==> config.mk <==
export PLATFORM = sky130hd
export DESIGN_NAME = dcl_top
export DESIGN_NICKNAME = d
export VERILOG_FILES = /design/src/dcl_clk_gen.v /design/src/dcl_sync.v /design/src/dcl_top.v
export VERILOG_INCLUDE_DIRS = /design/src
export SDC_FILE = /design/constraint.sdc
export NUM_CORES = 1
export LEC_CHECK = 0
export BUFFER_PORTS_ARGS = -buffer_cell sky130_fd_sc_hd__buf_2
export CAP_MARGIN = 30
export CORE_MARGIN = 1.5
export CORE_UTILIZATION = 50
export CTS_BUF_LIST = sky130_fd_sc_hd__clkbuf_16
export CTS_CLUSTER_SIZE = 20
export DETAILED_ROUTE_END_ITERATION = 8
export GPL_TIMING_DRIVEN = 1
export HOLD_SLACK_MARGIN = 0.08
export PLACE_DENSITY = 0.79
export SYNTH_ARGS = -nofsm -noshare
export SYNTH_HDL_FRONTEND = slang
export SYNTH_HIERARCHICAL = 1
export SYNTH_SLANG_ARGS = --single-unit
==> constraint.sdc <==
create_clock -name aclk -period 5.6 [get_ports aclk]
set_clock_uncertainty 0.15 [all_clocks]
set_input_delay 0.84 -clock aclk [delete_from_list [all_inputs] [get_ports aclk]]
set_output_delay 0.84 -clock aclk [all_outputs]
set_load 0.005 [all_outputs]
==> src/dcl_defines.vh <==
// constants shared by the divider configuration loader files
`ifndef DCL_DEFINES_VH
`define DCL_DEFINES_VH

// ----------------------------------------------------------------
// field widths and shift register layout
// ----------------------------------------------------------------
`define DCL_MULT_W        9
`define DCL_DIV_W         2
`define DCL_SR_W          11
`define DCL_SR_DIV_HI     10
`define DCL_SR_DIV_LO     9
`define DCL_SR_MULT_HI    8

// ----------------------------------------------------------------
// reset values of the held settings
// ----------------------------------------------------------------
`define DCL_RST_MULT      9'h00A
`define DCL_RST_DIV       2'h0

// ----------------------------------------------------------------
// output divider codes
// ----------------------------------------------------------------
`define DCL_DIV_BY1       2'h0
`define DCL_DIV_BY2       2'h1
`define DCL_DIV_BY4       2'h2
`define DCL_DIV_BY8       2'h3

// ----------------------------------------------------------------
// programming window for a 25 MHz reference
// ----------------------------------------------------------------
`define DCL_MULT_MIN_25M  9'h00A
`define DCL_MULT_MAX_25M  9'h01C

// ----------------------------------------------------------------
// register offsets (byte addresses) and fields
// ----------------------------------------------------------------
`define DCL_AW            8
`define DCL_OFS_CTRL      8'h00
`define DCL_OFS_STATUS    8'h04
`define DCL_OFS_SETTING   8'h08
`define DCL_OFS_SHIFT     8'h0C
`define DCL_OFS_LOADS     8'h10
`define DCL_CTRL_HOLD     0
`define DCL_SET_DIV_LSB   16
`define DCL_RESP_OKAY     2'h0
`define DCL_RESP_SLVERR   2'h2

`endif

==> src/dcl_clk_gen.v <==
// quadrature clock pair generator scaled by the output divider
`timescale 1ns/10ps
`default_nettype none

module dcl_clk_gen #(
	parameter CW = 5
) (
	input  wire       aclk,
	input  wire       aresetn,
	input  wire       ce,
	input  wire       hold,
	input  wire [1:0] div_sel,
	output reg  [1:0] clk_true,
	output reg  [1:0] clk_comp
);

	// a period is four quarters of n cycles, n = 1, 2, 4 or 8
	function [CW-1:0] quarter;
		input [1:0] sel;
		begin
			quarter = {{(CW-1){1'b0}}, 1'b1} << sel;
		end
	endfunction

	reg  [CW-1:0] cnt_q;
	reg  [1:0]    sel_q;
	wire [CW-1:0] n       = quarter(div_sel);
	wire [CW-1:0] last    = (n << 2) - {{(CW-1){1'b0}}, 1'b1};
	// parked at all ones so a fresh period starts with the second pair low
	wire          restart = hold || (div_sel != sel_q);
	wire [CW-1:0] cnt_d   = restart ? {CW{1'b1}}
	                        : (cnt_q >= last) ? {CW{1'b0}}
	                        : cnt_q + {{(CW-1){1'b0}}, 1'b1};
	// second output trails by one quarter
	wire [CW-1:0] lag_pos = (cnt_d >= n) ? cnt_d - n : cnt_d + last + 1'b1 - n;
	wire          ph0     = cnt_d < (n << 1);
	wire          ph1     = lag_pos < (n << 1);

	always @(posedge aclk) begin
		if (!aresetn) begin
			cnt_q    <= {CW{1'b1}};
			sel_q    <= 2'h0;
			clk_true <= 2'h0;
			clk_comp <= 2'h3;
		end else if (ce) begin
			cnt_q <= cnt_d;
			sel_q <= div_sel;
			if (hold) begin
				clk_true <= 2'h0; // see [RULE_01]
				clk_comp <= 2'h3;
			end else begin
				clk_true <= {ph1, ph0};
				clk_comp <= {~ph1, ~ph0};
			end
		end
	end

endmodule

`default_nettype wire

==> src/dcl_sync.v <==
// two-flop synchroniser bank for the configuration pins
`timescale 1ns/10ps
`default_nettype none

module dcl_sync #(
	parameter W = 15
) (
	input  wire         aclk,
	input  wire         aresetn,
	input  wire         ce,
	input  wire [W-1:0] async_in,
	output reg  [W-1:0] sync_out
);

	// first stage is read only by the second stage
	reg [W-1:0] meta_q;

	always @(posedge aclk) begin
		if (!aresetn) begin
			meta_q   <= {W{1'b0}};
			sync_out <= {W{1'b0}};
		end else if (ce) begin
			meta_q   <= async_in;
			sync_out <= meta_q;
		end
	end

endmodule

`default_nettype wire

==> src/dcl_top.v <==
// divider configuration loader: parallel and serial pins, AXI4-Lite status
//
// Notes on behaviour
// [RULE_01] force-low high holds clock pairs low, loaded settings untouched.
// [RULE_02] strobe low: parallel pins pass straight through; diagnostic output low.
// [RULE_03] strobe rising with serial latch low captures parallel values.
// [RULE_04] strobe high, latch low: shift serial data on each shift clock rise.
// [RULE_05] latch rising with shift clock low transfers shift register to settings.
// [RULE_06] latch falling with shift clock low freezes transferred settings.
// [RULE_07] strobe high, latch low, no clock edge: nothing changes.
// [RULE_08] latch held high: each shifted bit reaches the multiplier at once.
// [RULE_09] multiplier is unsigned binary, weights 256 down to 1.
// [RULE_10] controller keeps multiplier 10..28 with a 25 MHz reference.
// [RULE_11] divider code 00,01,10,11 means divide by 1,2,4,8.
// [RULE_12] controller keeps multiplier 25..70 with a 10 MHz reference.
// [RULE_13] shift register is eleven bits, divider high bit sent first.
//
// The implementer's own choices: the register addresses and the AXI4-Lite interface to the registers.
`timescale 1ns/10ps
`default_nettype none
`include "dcl_defines.vh"

module dcl_top #(
	parameter MULT_W = `DCL_MULT_W,
	parameter DIV_W  = `DCL_DIV_W,
	parameter SR_W   = `DCL_SR_W,
	parameter CNT_W  = 16
) (
	input  wire              aclk,
	input  wire              aresetn,
	input  wire              ce,
	// ------------------------------------------------------------
	// configuration pins
	// ------------------------------------------------------------
	input  wire              output_force_low,
	input  wire              parallel_latch_strobe_n,
	input  wire [MULT_W-1:0] multiplier_pins,
	input  wire              post_divider_select_hi,
	input  wire              post_divider_select_lo,
	input  wire              serial_shift_clk,
	input  wire              serial_data,
	input  wire              serial_latch,
	output wire [1:0]        clk_out_true,
	output wire [1:0]        clk_out_comp,
	output reg               diag_out,
	// ------------------------------------------------------------
	// AXI4-Lite slave
	// ------------------------------------------------------------
	input  wire [`DCL_AW-1:0] s_axi_awaddr,
	input  wire [2:0]        s_axi_awprot,
	input  wire              s_axi_awvalid,
	output reg               s_axi_awready,
	input  wire [31:0]       s_axi_wdata,
	input  wire [3:0]        s_axi_wstrb,
	input  wire              s_axi_wvalid,
	output reg               s_axi_wready,
	output reg  [1:0]        s_axi_bresp,
	output reg               s_axi_bvalid,
	input  wire              s_axi_bready,
	input  wire [`DCL_AW-1:0] s_axi_araddr,
	input  wire [2:0]        s_axi_arprot,
	input  wire              s_axi_arvalid,
	output reg               s_axi_arready,
	output reg  [31:0]       s_axi_rdata,
	output reg  [1:0]        s_axi_rresp,
	output reg               s_axi_rvalid,
	input  wire              s_axi_rready
);

	// five serial and control pins, then the divider and multiplier pins
	localparam SYNC_W = MULT_W + DIV_W + 5;

	// ------------------------------------------------------------
	// functions
	// ------------------------------------------------------------

	// unsigned weight of the multiplier bits, msb 256 down to lsb 1
	function [31:0] mult_value;
		input [MULT_W-1:0] m;
		integer i;
		begin
			mult_value = 32'h0;
			for (i = 0; i < MULT_W; i = i + 1) begin
				if (m[i])
					mult_value = mult_value + (32'h1 << i); // see [RULE_09]
			end
		end
	endfunction

	// division ratio for a divider code
	function [3:0] div_ratio;
		input [DIV_W-1:0] code;
		begin
			case (code)
				`DCL_DIV_BY1: div_ratio = 4'h1; // see [RULE_11]
				`DCL_DIV_BY2: div_ratio = 4'h2;
				`DCL_DIV_BY4: div_ratio = 4'h4;
				default:      div_ratio = 4'h8;
			endcase
		end
	endfunction

	// ------------------------------------------------------------
	// pin synchronisers and edge detection
	// ------------------------------------------------------------
	wire [SYNC_W-1:0] pins_s;

	dcl_sync #(
		.W (SYNC_W)
	) u_sync (
		.aclk     (aclk),
		.aresetn  (aresetn),
		.ce       (ce),
		.async_in ({output_force_low, parallel_latch_strobe_n, serial_latch,
		            serial_shift_clk, serial_data, post_divider_select_hi,
		            post_divider_select_lo, multiplier_pins}),
		.sync_out (pins_s)
	);

	wire              force_s  = pins_s[SYNC_W-1];
	wire              strobe_s = pins_s[SYNC_W-2];
	wire              latch_s  = pins_s[SYNC_W-3];
	wire              sclk_s   = pins_s[SYNC_W-4];
	wire              sdata_s  = pins_s[SYNC_W-5];
	wire [DIV_W-1:0]  div_s    = pins_s[MULT_W+DIV_W-1:MULT_W];
	wire [MULT_W-1:0] mult_s   = pins_s[MULT_W-1:0];

	// previous values; reset to the pin reset level to avoid a false edge
	reg strobe_prev_q;
	reg latch_prev_q;
	reg sclk_prev_q;

	wire strobe_rise = strobe_s & ~strobe_prev_q;
	wire latch_rise  = latch_s & ~latch_prev_q;
	wire latch_fall  = ~latch_s & latch_prev_q;
	wire sclk_rise   = sclk_s & ~sclk_prev_q;

	// ------------------------------------------------------------
	// held settings and shift register
	// ------------------------------------------------------------
	reg [MULT_W-1:0] mult_q;
	reg [DIV_W-1:0]  div_q;
	reg [SR_W-1:0]   shift_q;
	reg              follow_q;
	reg              frozen_q;
	reg [CNT_W-1:0]  loads_q;
	reg              hold_sw_q;

	// first bit sent lands at the top: divider hi, divider lo, then msb..lsb
	wire [SR_W-1:0] shift_next = {shift_q[SR_W-2:0], sdata_s}; // see [RULE_13]

	always @(posedge aclk) begin
		if (!aresetn) begin
			strobe_prev_q <= 1'b0;
			latch_prev_q  <= 1'b0;
			sclk_prev_q   <= 1'b0;
			mult_q        <= `DCL_RST_MULT;
			div_q         <= `DCL_RST_DIV;
			shift_q       <= {SR_W{1'b0}};
			follow_q      <= 1'b0;
			frozen_q      <= 1'b0;
			loads_q       <= {CNT_W{1'b0}};
			diag_out      <= 1'b0;
		end else if (ce) begin
			strobe_prev_q <= strobe_s;
			latch_prev_q  <= latch_s;
			sclk_prev_q   <= sclk_s;
			// force-low is not looked at here: settings survive it, see [RULE_01]
			if (!strobe_s) begin
				mult_q   <= mult_s; // see [RULE_02]
				div_q    <= div_s;
				follow_q <= 1'b0;
				frozen_q <= 1'b0;
				diag_out <= 1'b0;   // see [RULE_02]
			end else begin
				diag_out <= shift_q[SR_W-1];
				if (strobe_rise && !latch_s) begin
					mult_q <= mult_s; // see [RULE_03]
					div_q  <= div_s;
				end
				if (sclk_rise) begin
					shift_q <= shift_next; // see [RULE_04]
					if (latch_s && !latch_rise)
						mult_q <= shift_next[`DCL_SR_MULT_HI:0]; // see [RULE_08]
				end
				if (latch_rise && !sclk_s) begin
					mult_q   <= shift_q[`DCL_SR_MULT_HI:0]; // see [RULE_05]
					div_q    <= shift_q[`DCL_SR_DIV_HI:`DCL_SR_DIV_LO];
					follow_q <= 1'b1;
					frozen_q <= 1'b0;
					loads_q  <= loads_q + {{(CNT_W-1){1'b0}}, 1'b1};
				end
				if (latch_fall && !sclk_s) begin
					// nothing more reaches the settings until the next event
					follow_q <= 1'b0; // see [RULE_06]
					frozen_q <= 1'b1;
				end
				// latch low with no shift clock edge leaves all as is, see [RULE_07]
			end
		end
	end

	// ------------------------------------------------------------
	// clock output pairs
	// ------------------------------------------------------------
	dcl_clk_gen #(
		.CW (5)
	) u_clk_gen (
		.aclk     (aclk),
		.aresetn  (aresetn),
		.ce       (ce),
		.hold     (force_s | hold_sw_q), // see [RULE_01]
		.div_sel  (div_q),
		.clk_true (clk_out_true),
		.clk_comp (clk_out_comp)
	);

	// ------------------------------------------------------------
	// status words
	// ------------------------------------------------------------
	// range flag only advises software; the pins may still load anything
	wire in_range_25m = (mult_q >= `DCL_MULT_MIN_25M) &&
	                    (mult_q <= `DCL_MULT_MAX_25M); // see [RULE_10]

	wire [31:0] status_word = {24'h0, in_range_25m, frozen_q, follow_q,
	                           strobe_s, force_s, hold_sw_q, diag_out,
	                           force_s | hold_sw_q};
	wire [31:0] mult_num     = mult_value(mult_q);
	wire [31:0] setting_word = {8'h00, div_ratio(div_q), {(4-DIV_W){1'b0}},
	                            div_q, {(16-MULT_W){1'b0}}, mult_num[MULT_W-1:0]};

	// ------------------------------------------------------------
	// AXI4-Lite write channel
	// ------------------------------------------------------------
	reg [`DCL_AW-1:0] waddr_q;
	reg [31:0]        wdata_q;
	reg [3:0]         wstrb_q;
	reg               aw_have_q;
	reg               w_have_q;

	wire aw_take = s_axi_awvalid & s_axi_awready;
	wire w_take  = s_axi_wvalid & s_axi_wready;
	wire aw_ok   = aw_have_q | aw_take;
	wire w_ok    = w_have_q | w_take;
	wire [`DCL_AW-1:0] wa = aw_have_q ? waddr_q : s_axi_awaddr;
	wire [31:0]        wd = w_have_q ? wdata_q : s_axi_wdata;
	wire [3:0]         ws = w_have_q ? wstrb_q : s_axi_wstrb;
	wire               do_write = aw_ok & w_ok & ~s_axi_bvalid;

	always @(posedge aclk) begin
		if (!aresetn) begin
			s_axi_awready <= 1'b1;
			s_axi_wready  <= 1'b1;
			s_axi_bvalid  <= 1'b0;
			s_axi_bresp   <= `DCL_RESP_OKAY;
			aw_have_q     <= 1'b0;
			w_have_q      <= 1'b0;
			waddr_q       <= {`DCL_AW{1'b0}};
			wdata_q       <= 32'h0;
			wstrb_q       <= 4'h0;
			hold_sw_q     <= 1'b0;
		end else if (ce) begin
			if (aw_take) begin
				waddr_q       <= s_axi_awaddr;
				aw_have_q     <= 1'b1;
				s_axi_awready <= 1'b0;
			end
			if (w_take) begin
				wdata_q      <= s_axi_wdata;
				wstrb_q      <= s_axi_wstrb;
				w_have_q     <= 1'b1;
				s_axi_wready <= 1'b0;
			end
			if (do_write) begin
				aw_have_q    <= 1'b0;
				w_have_q     <= 1'b0;
				s_axi_bvalid <= 1'b1;
				if (wa == `DCL_OFS_CTRL) begin
					if (ws[0])
						hold_sw_q <= wd[`DCL_CTRL_HOLD];
					s_axi_bresp <= `DCL_RESP_OKAY;
				end else if (wa == `DCL_OFS_STATUS || wa == `DCL_OFS_SETTING ||
				             wa == `DCL_OFS_SHIFT || wa == `DCL_OFS_LOADS) begin
					// read-only words ignore the data
					s_axi_bresp <= `DCL_RESP_OKAY;
				end else begin
					s_axi_bresp <= `DCL_RESP_SLVERR;
				end
			end
			if (s_axi_bvalid && s_axi_bready) begin
				s_axi_bvalid  <= 1'b0;
				s_axi_awready <= 1'b1;
				s_axi_wready  <= 1'b1;
			end
		end
	end

	// ------------------------------------------------------------
	// AXI4-Lite read channel
	// ------------------------------------------------------------
	always @(posedge aclk) begin
		if (!aresetn) begin
			s_axi_arready <= 1'b1;
			s_axi_rvalid  <= 1'b0;
			s_axi_rdata   <= 32'h0;
			s_axi_rresp   <= `DCL_RESP_OKAY;
		end else if (ce) begin
			if (s_axi_arvalid && s_axi_arready) begin
				s_axi_arready <= 1'b0;
				s_axi_rvalid  <= 1'b1;
				s_axi_rresp   <= `DCL_RESP_OKAY;
				if (s_axi_araddr == `DCL_OFS_CTRL) begin
					s_axi_rdata <= {31'h0, hold_sw_q};
				end else if (s_axi_araddr == `DCL_OFS_STATUS) begin
					s_axi_rdata <= status_word;
				end else if (s_axi_araddr == `DCL_OFS_SETTING) begin
					s_axi_rdata <= setting_word;
				end else if (s_axi_araddr == `DCL_OFS_SHIFT) begin
					s_axi_rdata <= {{(32-SR_W){1'b0}}, shift_q};
				end else if (s_axi_araddr == `DCL_OFS_LOADS) begin
					s_axi_rdata <= {{(32-CNT_W){1'b0}}, loads_q};
				end else begin
					s_axi_rdata <= 32'h0;
					s_axi_rresp <= `DCL_RESP_SLVERR;
				end
			end
			if (s_axi_rvalid && s_axi_rready) begin
				s_axi_rvalid  <= 1'b0;
				s_axi_arready <= 1'b1;
			end
		end
	end

endmodule

`default_nettype wire

==> summary by stage <==
Placed design
The count of buffers added on input and output ports is 75. After detailed placement, the total cell area comes to 7119 um^2. Routability-driven placement finished with a final weighted congestion of 0.8318. The half-perimeter wire length after placement is 10730 um.

Drt
Wires add up to 15840 um. The average routed wire per standard cell is 15.33 um. The routed layout has 5837 vias. The residual antenna-violating net count after detailed routing is 0. Dividing the detail-routed via count by the number of cells gives 5.651. The DRC violation count after routing is 0.

The length of the first detailed-routing pass in iterations is 5. The DRC marker count from the first detailed-route iteration is 510.

Timing
In the finished design, the share of the clock period the worst path needs comes to 0.8579. Headroom to the max-slew limit came out at 0.3900. Setup repair after global routing left no endpoint under its margin. The count of final max-slew check failures came to 0.

The transition time at the pin with the least slew margin is 0.9117 ns. The final count of hold timing violations was 0. The post-layout minimum cycle time is 4.804 ns. In the final timing run, aggregate negative setup slack is 0 ns. The total of endpoints with negative setup slack in the final report is 0. The highest clock frequency the design can meet is 0.2082 GHz.

GRT
In the global route stage, met1 resource usage came out at 0.3002. In this run the most used layer during global routing was met2. The met2 track demand over resource in global routing is 0.3844. In the global route stage, overall resource usage came out at 0.2314. The number of antenna violations at the first check in global routing is 0.

The via count of the first global-routing pass came to 5442. The wire length of the first global-routing pass is 26740 um. For this run, global-route usage on met3 was measured as 0.04837. Global routing finished with a remaining overflow of 0. The maximum number of pins on one net before global-route repair is 64.

Final layout
The final layout contains 949 nets. Compared with the post-synthesis result, the final layout area differs by 14.48%. The layout cell share with drive strength beyond 1 is 0.1517.

The design area is 7745 um^2. After filler insertion, the fill cell instance count of the layout stands at 1190. The antenna diode count is 0.

Worst setup path
The path type of the worst setup path is flop to flop. The worst setup path is launched from a flop. STA puts the critical path data required time at 5.82 ns. The capturing point of the worst reg2reg path is u_clk_gen/clk_true[1]. The type of element capturing the critical path is a flop. STA puts the critical path data arrival time at 5.02 ns. The startpoint of the worst setup timing path is div_q[0]. Along the worst path, the maximum fanout reaches 11. The depth of the most critical reg-to-reg path is 14.

In this run the critical register-to-register path is launched from div_q[0]. The worst register-to-register path has a setup slack of 0.80 ns. The most critical setup path has its endpoint at u_clk_gen/clk_true[1].

Logic synthesis
The number of synthesized register bits is 129. The most common cell in the synthesized netlist is dfxtp_1. The cell area that synthesis handed to floorplanning was 6765 um^2.

The number of flops mapped to enable cells by yosys is 0. By count the netlist is led by dfxtp_1, nand2_1, a21oi_1. The share of the Yosys chip area taken by registers is 0.3817. The leading register cell type out of synthesis is dfxtp_1. The async set-or-reset flop fraction in the synthesized netlist is 0. By area the synthesized netlist is led by dfxtp_1, mux2i_1, a21oi_1. The share of synthesized area in the top cell type comes to 0.3817. The cell taking the most area after synthesis is dfxtp_1. The synthesized instance count is 790.

The synthesized netlist contains 67 unique library cells. The count of yosys warnings during synthesis is 6. Averaged over all synthesized cells, the footprint is 8.564 um^2.

Clock network
The number of clock sinks is 129. The tree is rooted in a clkbuf_16. The level count of the clock H-tree is 4.

The number of buffers inserted by hold repair at cts is 0. The clock passes through at most 2 buffers. The CTS tree is built.

The clock-pin slew on the worst setup and hold paths is 0.06 ns. The later-pin clock latency in the skew report is 0.42 ns. The post-cts gate resize count is 0. Counting the buffers created by CTS gives 17. Once the clock tree was built, the setup fixing pass inserted 0 buffers.

Floorplan
The die is 119.3 um wide. From bottom edge to top edge, the die measures 119.3 um. The initialized floorplan defines 42 standard-cell rows.

The floorplan step defined a die boundary enclosing 14240 um^2. The region available for standard cell placement spans 13240 um^2. The initial utilization of the core area, before any placement, comes to 0.5109. The I/O pin count is 128.

Run status
The flow ran to the end, and the final reports show no timing, DRC or antenna violations.

Worst hold path
The tightest min-delay check is of the flop to flop type.

Power and ir drop
The power per standard cell area is 335.0 nW/um^2. The worst-case IR drop observed on VDD is 0.0001953 V. For this design the static power due to leakage is 3.157 nW.

Job
The max capacitance violation total is 0.
-- cell type report --
cell class | instances | area, um^2 | share of cell area
multi-input cells | 595 | 3807 | 0.4916
flip-flops and latches | 129 | 2582 | 0.3334
repair buffers | 84 | 445.4 | 0.05751
clock buffers | 17 | 425.4 | 0.05493
well taps | 176 | 220.2 | 0.02843
clock inverters | 15 | 200.2 | 0.02585
inverters | 17 | 63.81 | 0.008239
-- report_power, final --
group	internal, mW	total [mW]	switching, mW
Clock	0.778	1.18	0.399
Combinational	0.199	0.429	0.230
Sequential	0.955	0.989	0.0340
Total	1.93	2.59	0.663
-- critical path: stages, from the launching register on --
cell      delay, ns
dfxtp_1        0.58
nand2_1        0.12
ha_1           0.37
a21oi_1        0.36
nand2_1        0.18
o21ai_0        0.43
ha_1           0.33
ha_1           0.31
fa_1           0.39
mux2_4         0.28
ha_1           0.29
a21o_1         0.18
a2111o_1       0.47
a21oi_1        0.16
mux2_4         0.15
-- cell families (layout without fill, tap and decap cells) --
kind of cell,after synthesis,in the layout,synth area share
buf+inv,77,133,0.06159
fa+ha+maj,23,23,0.04476
xor+xnor,24,24,0.03107
other cells,2,13,0.001110
simple gates,290,290,0.2151
compound gates,188,188,0.1779
flops,129,129,0.3817
mux,57,57,0.08674
-- through the flow --
stage          utilization  cells  hold WS, ns  worst slack, ns  total power [mW]
6_report            0.5848   1033       0.3012           0.7960             2.595
3_3_place_gp        0.5376   1001       0.2892           0.8967             1.418
3_5_place_dp        0.5376   1001       0.2976           0.8632             1.430
2_1_floorplan            -    801       0.2829            1.110             1.340
5_1_grt             0.5848   1033       0.3182           0.3832             2.706
4_1_cts             0.5848   1033       0.3048           0.8171             2.605
-- placed cells by master (no fill, tap or decap), types with 4 or more instances in the layout --
cell       netlist  layout
a31oi_1         12      12
o211ai_1        12      12
a221oi_1         7       7
clkbuf_16        0      17
a22oi_1         11      11
nand3_1         21      21
a21o_1           9       9
o21ai_0         36      36
buf_4           14      10
xor2_1          13      13
nand4_1          9       9
nand2b_1        11      11
dfxtp_1        129     129
xnor2_1         11      11
and2_1           6       6
mux2i_1         53      53
nor3b_1          4       4
ha_1            21      21
buf_2            3      74
inv_1           16      18
conb_1           2      13
nand2_1         89      89
o22ai_1          6       6
nor4_1           5       5
bufinv_16        0       5
and3_1           6       6
a21oi_1         68      68
nor3_1          16      16
nor2_1          63      63
nor2b_1         37      37
o21a_1           6       6
-- per-layer routing --
layer	vias up	wire (um)	share of wire
met5	-	0	0
met4	0	293	0.018
met3	24	719	0.045
met2	171	7654	0.48
met1	2750	7171	0.45
li1	2892	-	-
-- worst min path at each step --
stage / slack [ns] / cells after the start / endpoint / from
after floorplan: 0.28 / 2 / waddr_q[4] / waddr_q[4]
after global placement: 0.29 / 2 / waddr_q[4] / waddr_q[4]
after detailed placement: 0.30 / 2 / s_axi_rdata[16] / s_axi_rdata[16]
after CTS: 0.30 / 2 / s_axi_rdata[16] / s_axi_rdata[16]
after global routing: 0.32 / 2 / waddr_q[4] / waddr_q[4]
final: 0.30 / 2 / waddr_q[4] / waddr_q[4]
-- sequential cells by signal (all words and copies together), names as in the netlist, 2 cells and up --
register / count
u_clk_gen/sel_q: 2
div_q: 2
u_clk_gen/cnt_q: 5
u_sync/sync_out: 16
waddr_q: 8
shift_q: 11
u_clk_gen/clk_comp: 2
u_clk_gen/clk_true: 2
s_axi_rdata: 22
u_sync/meta_q: 16
loads_q: 16
mult_q: 9
Note: power is estimated with default switching activity, not from simulation.
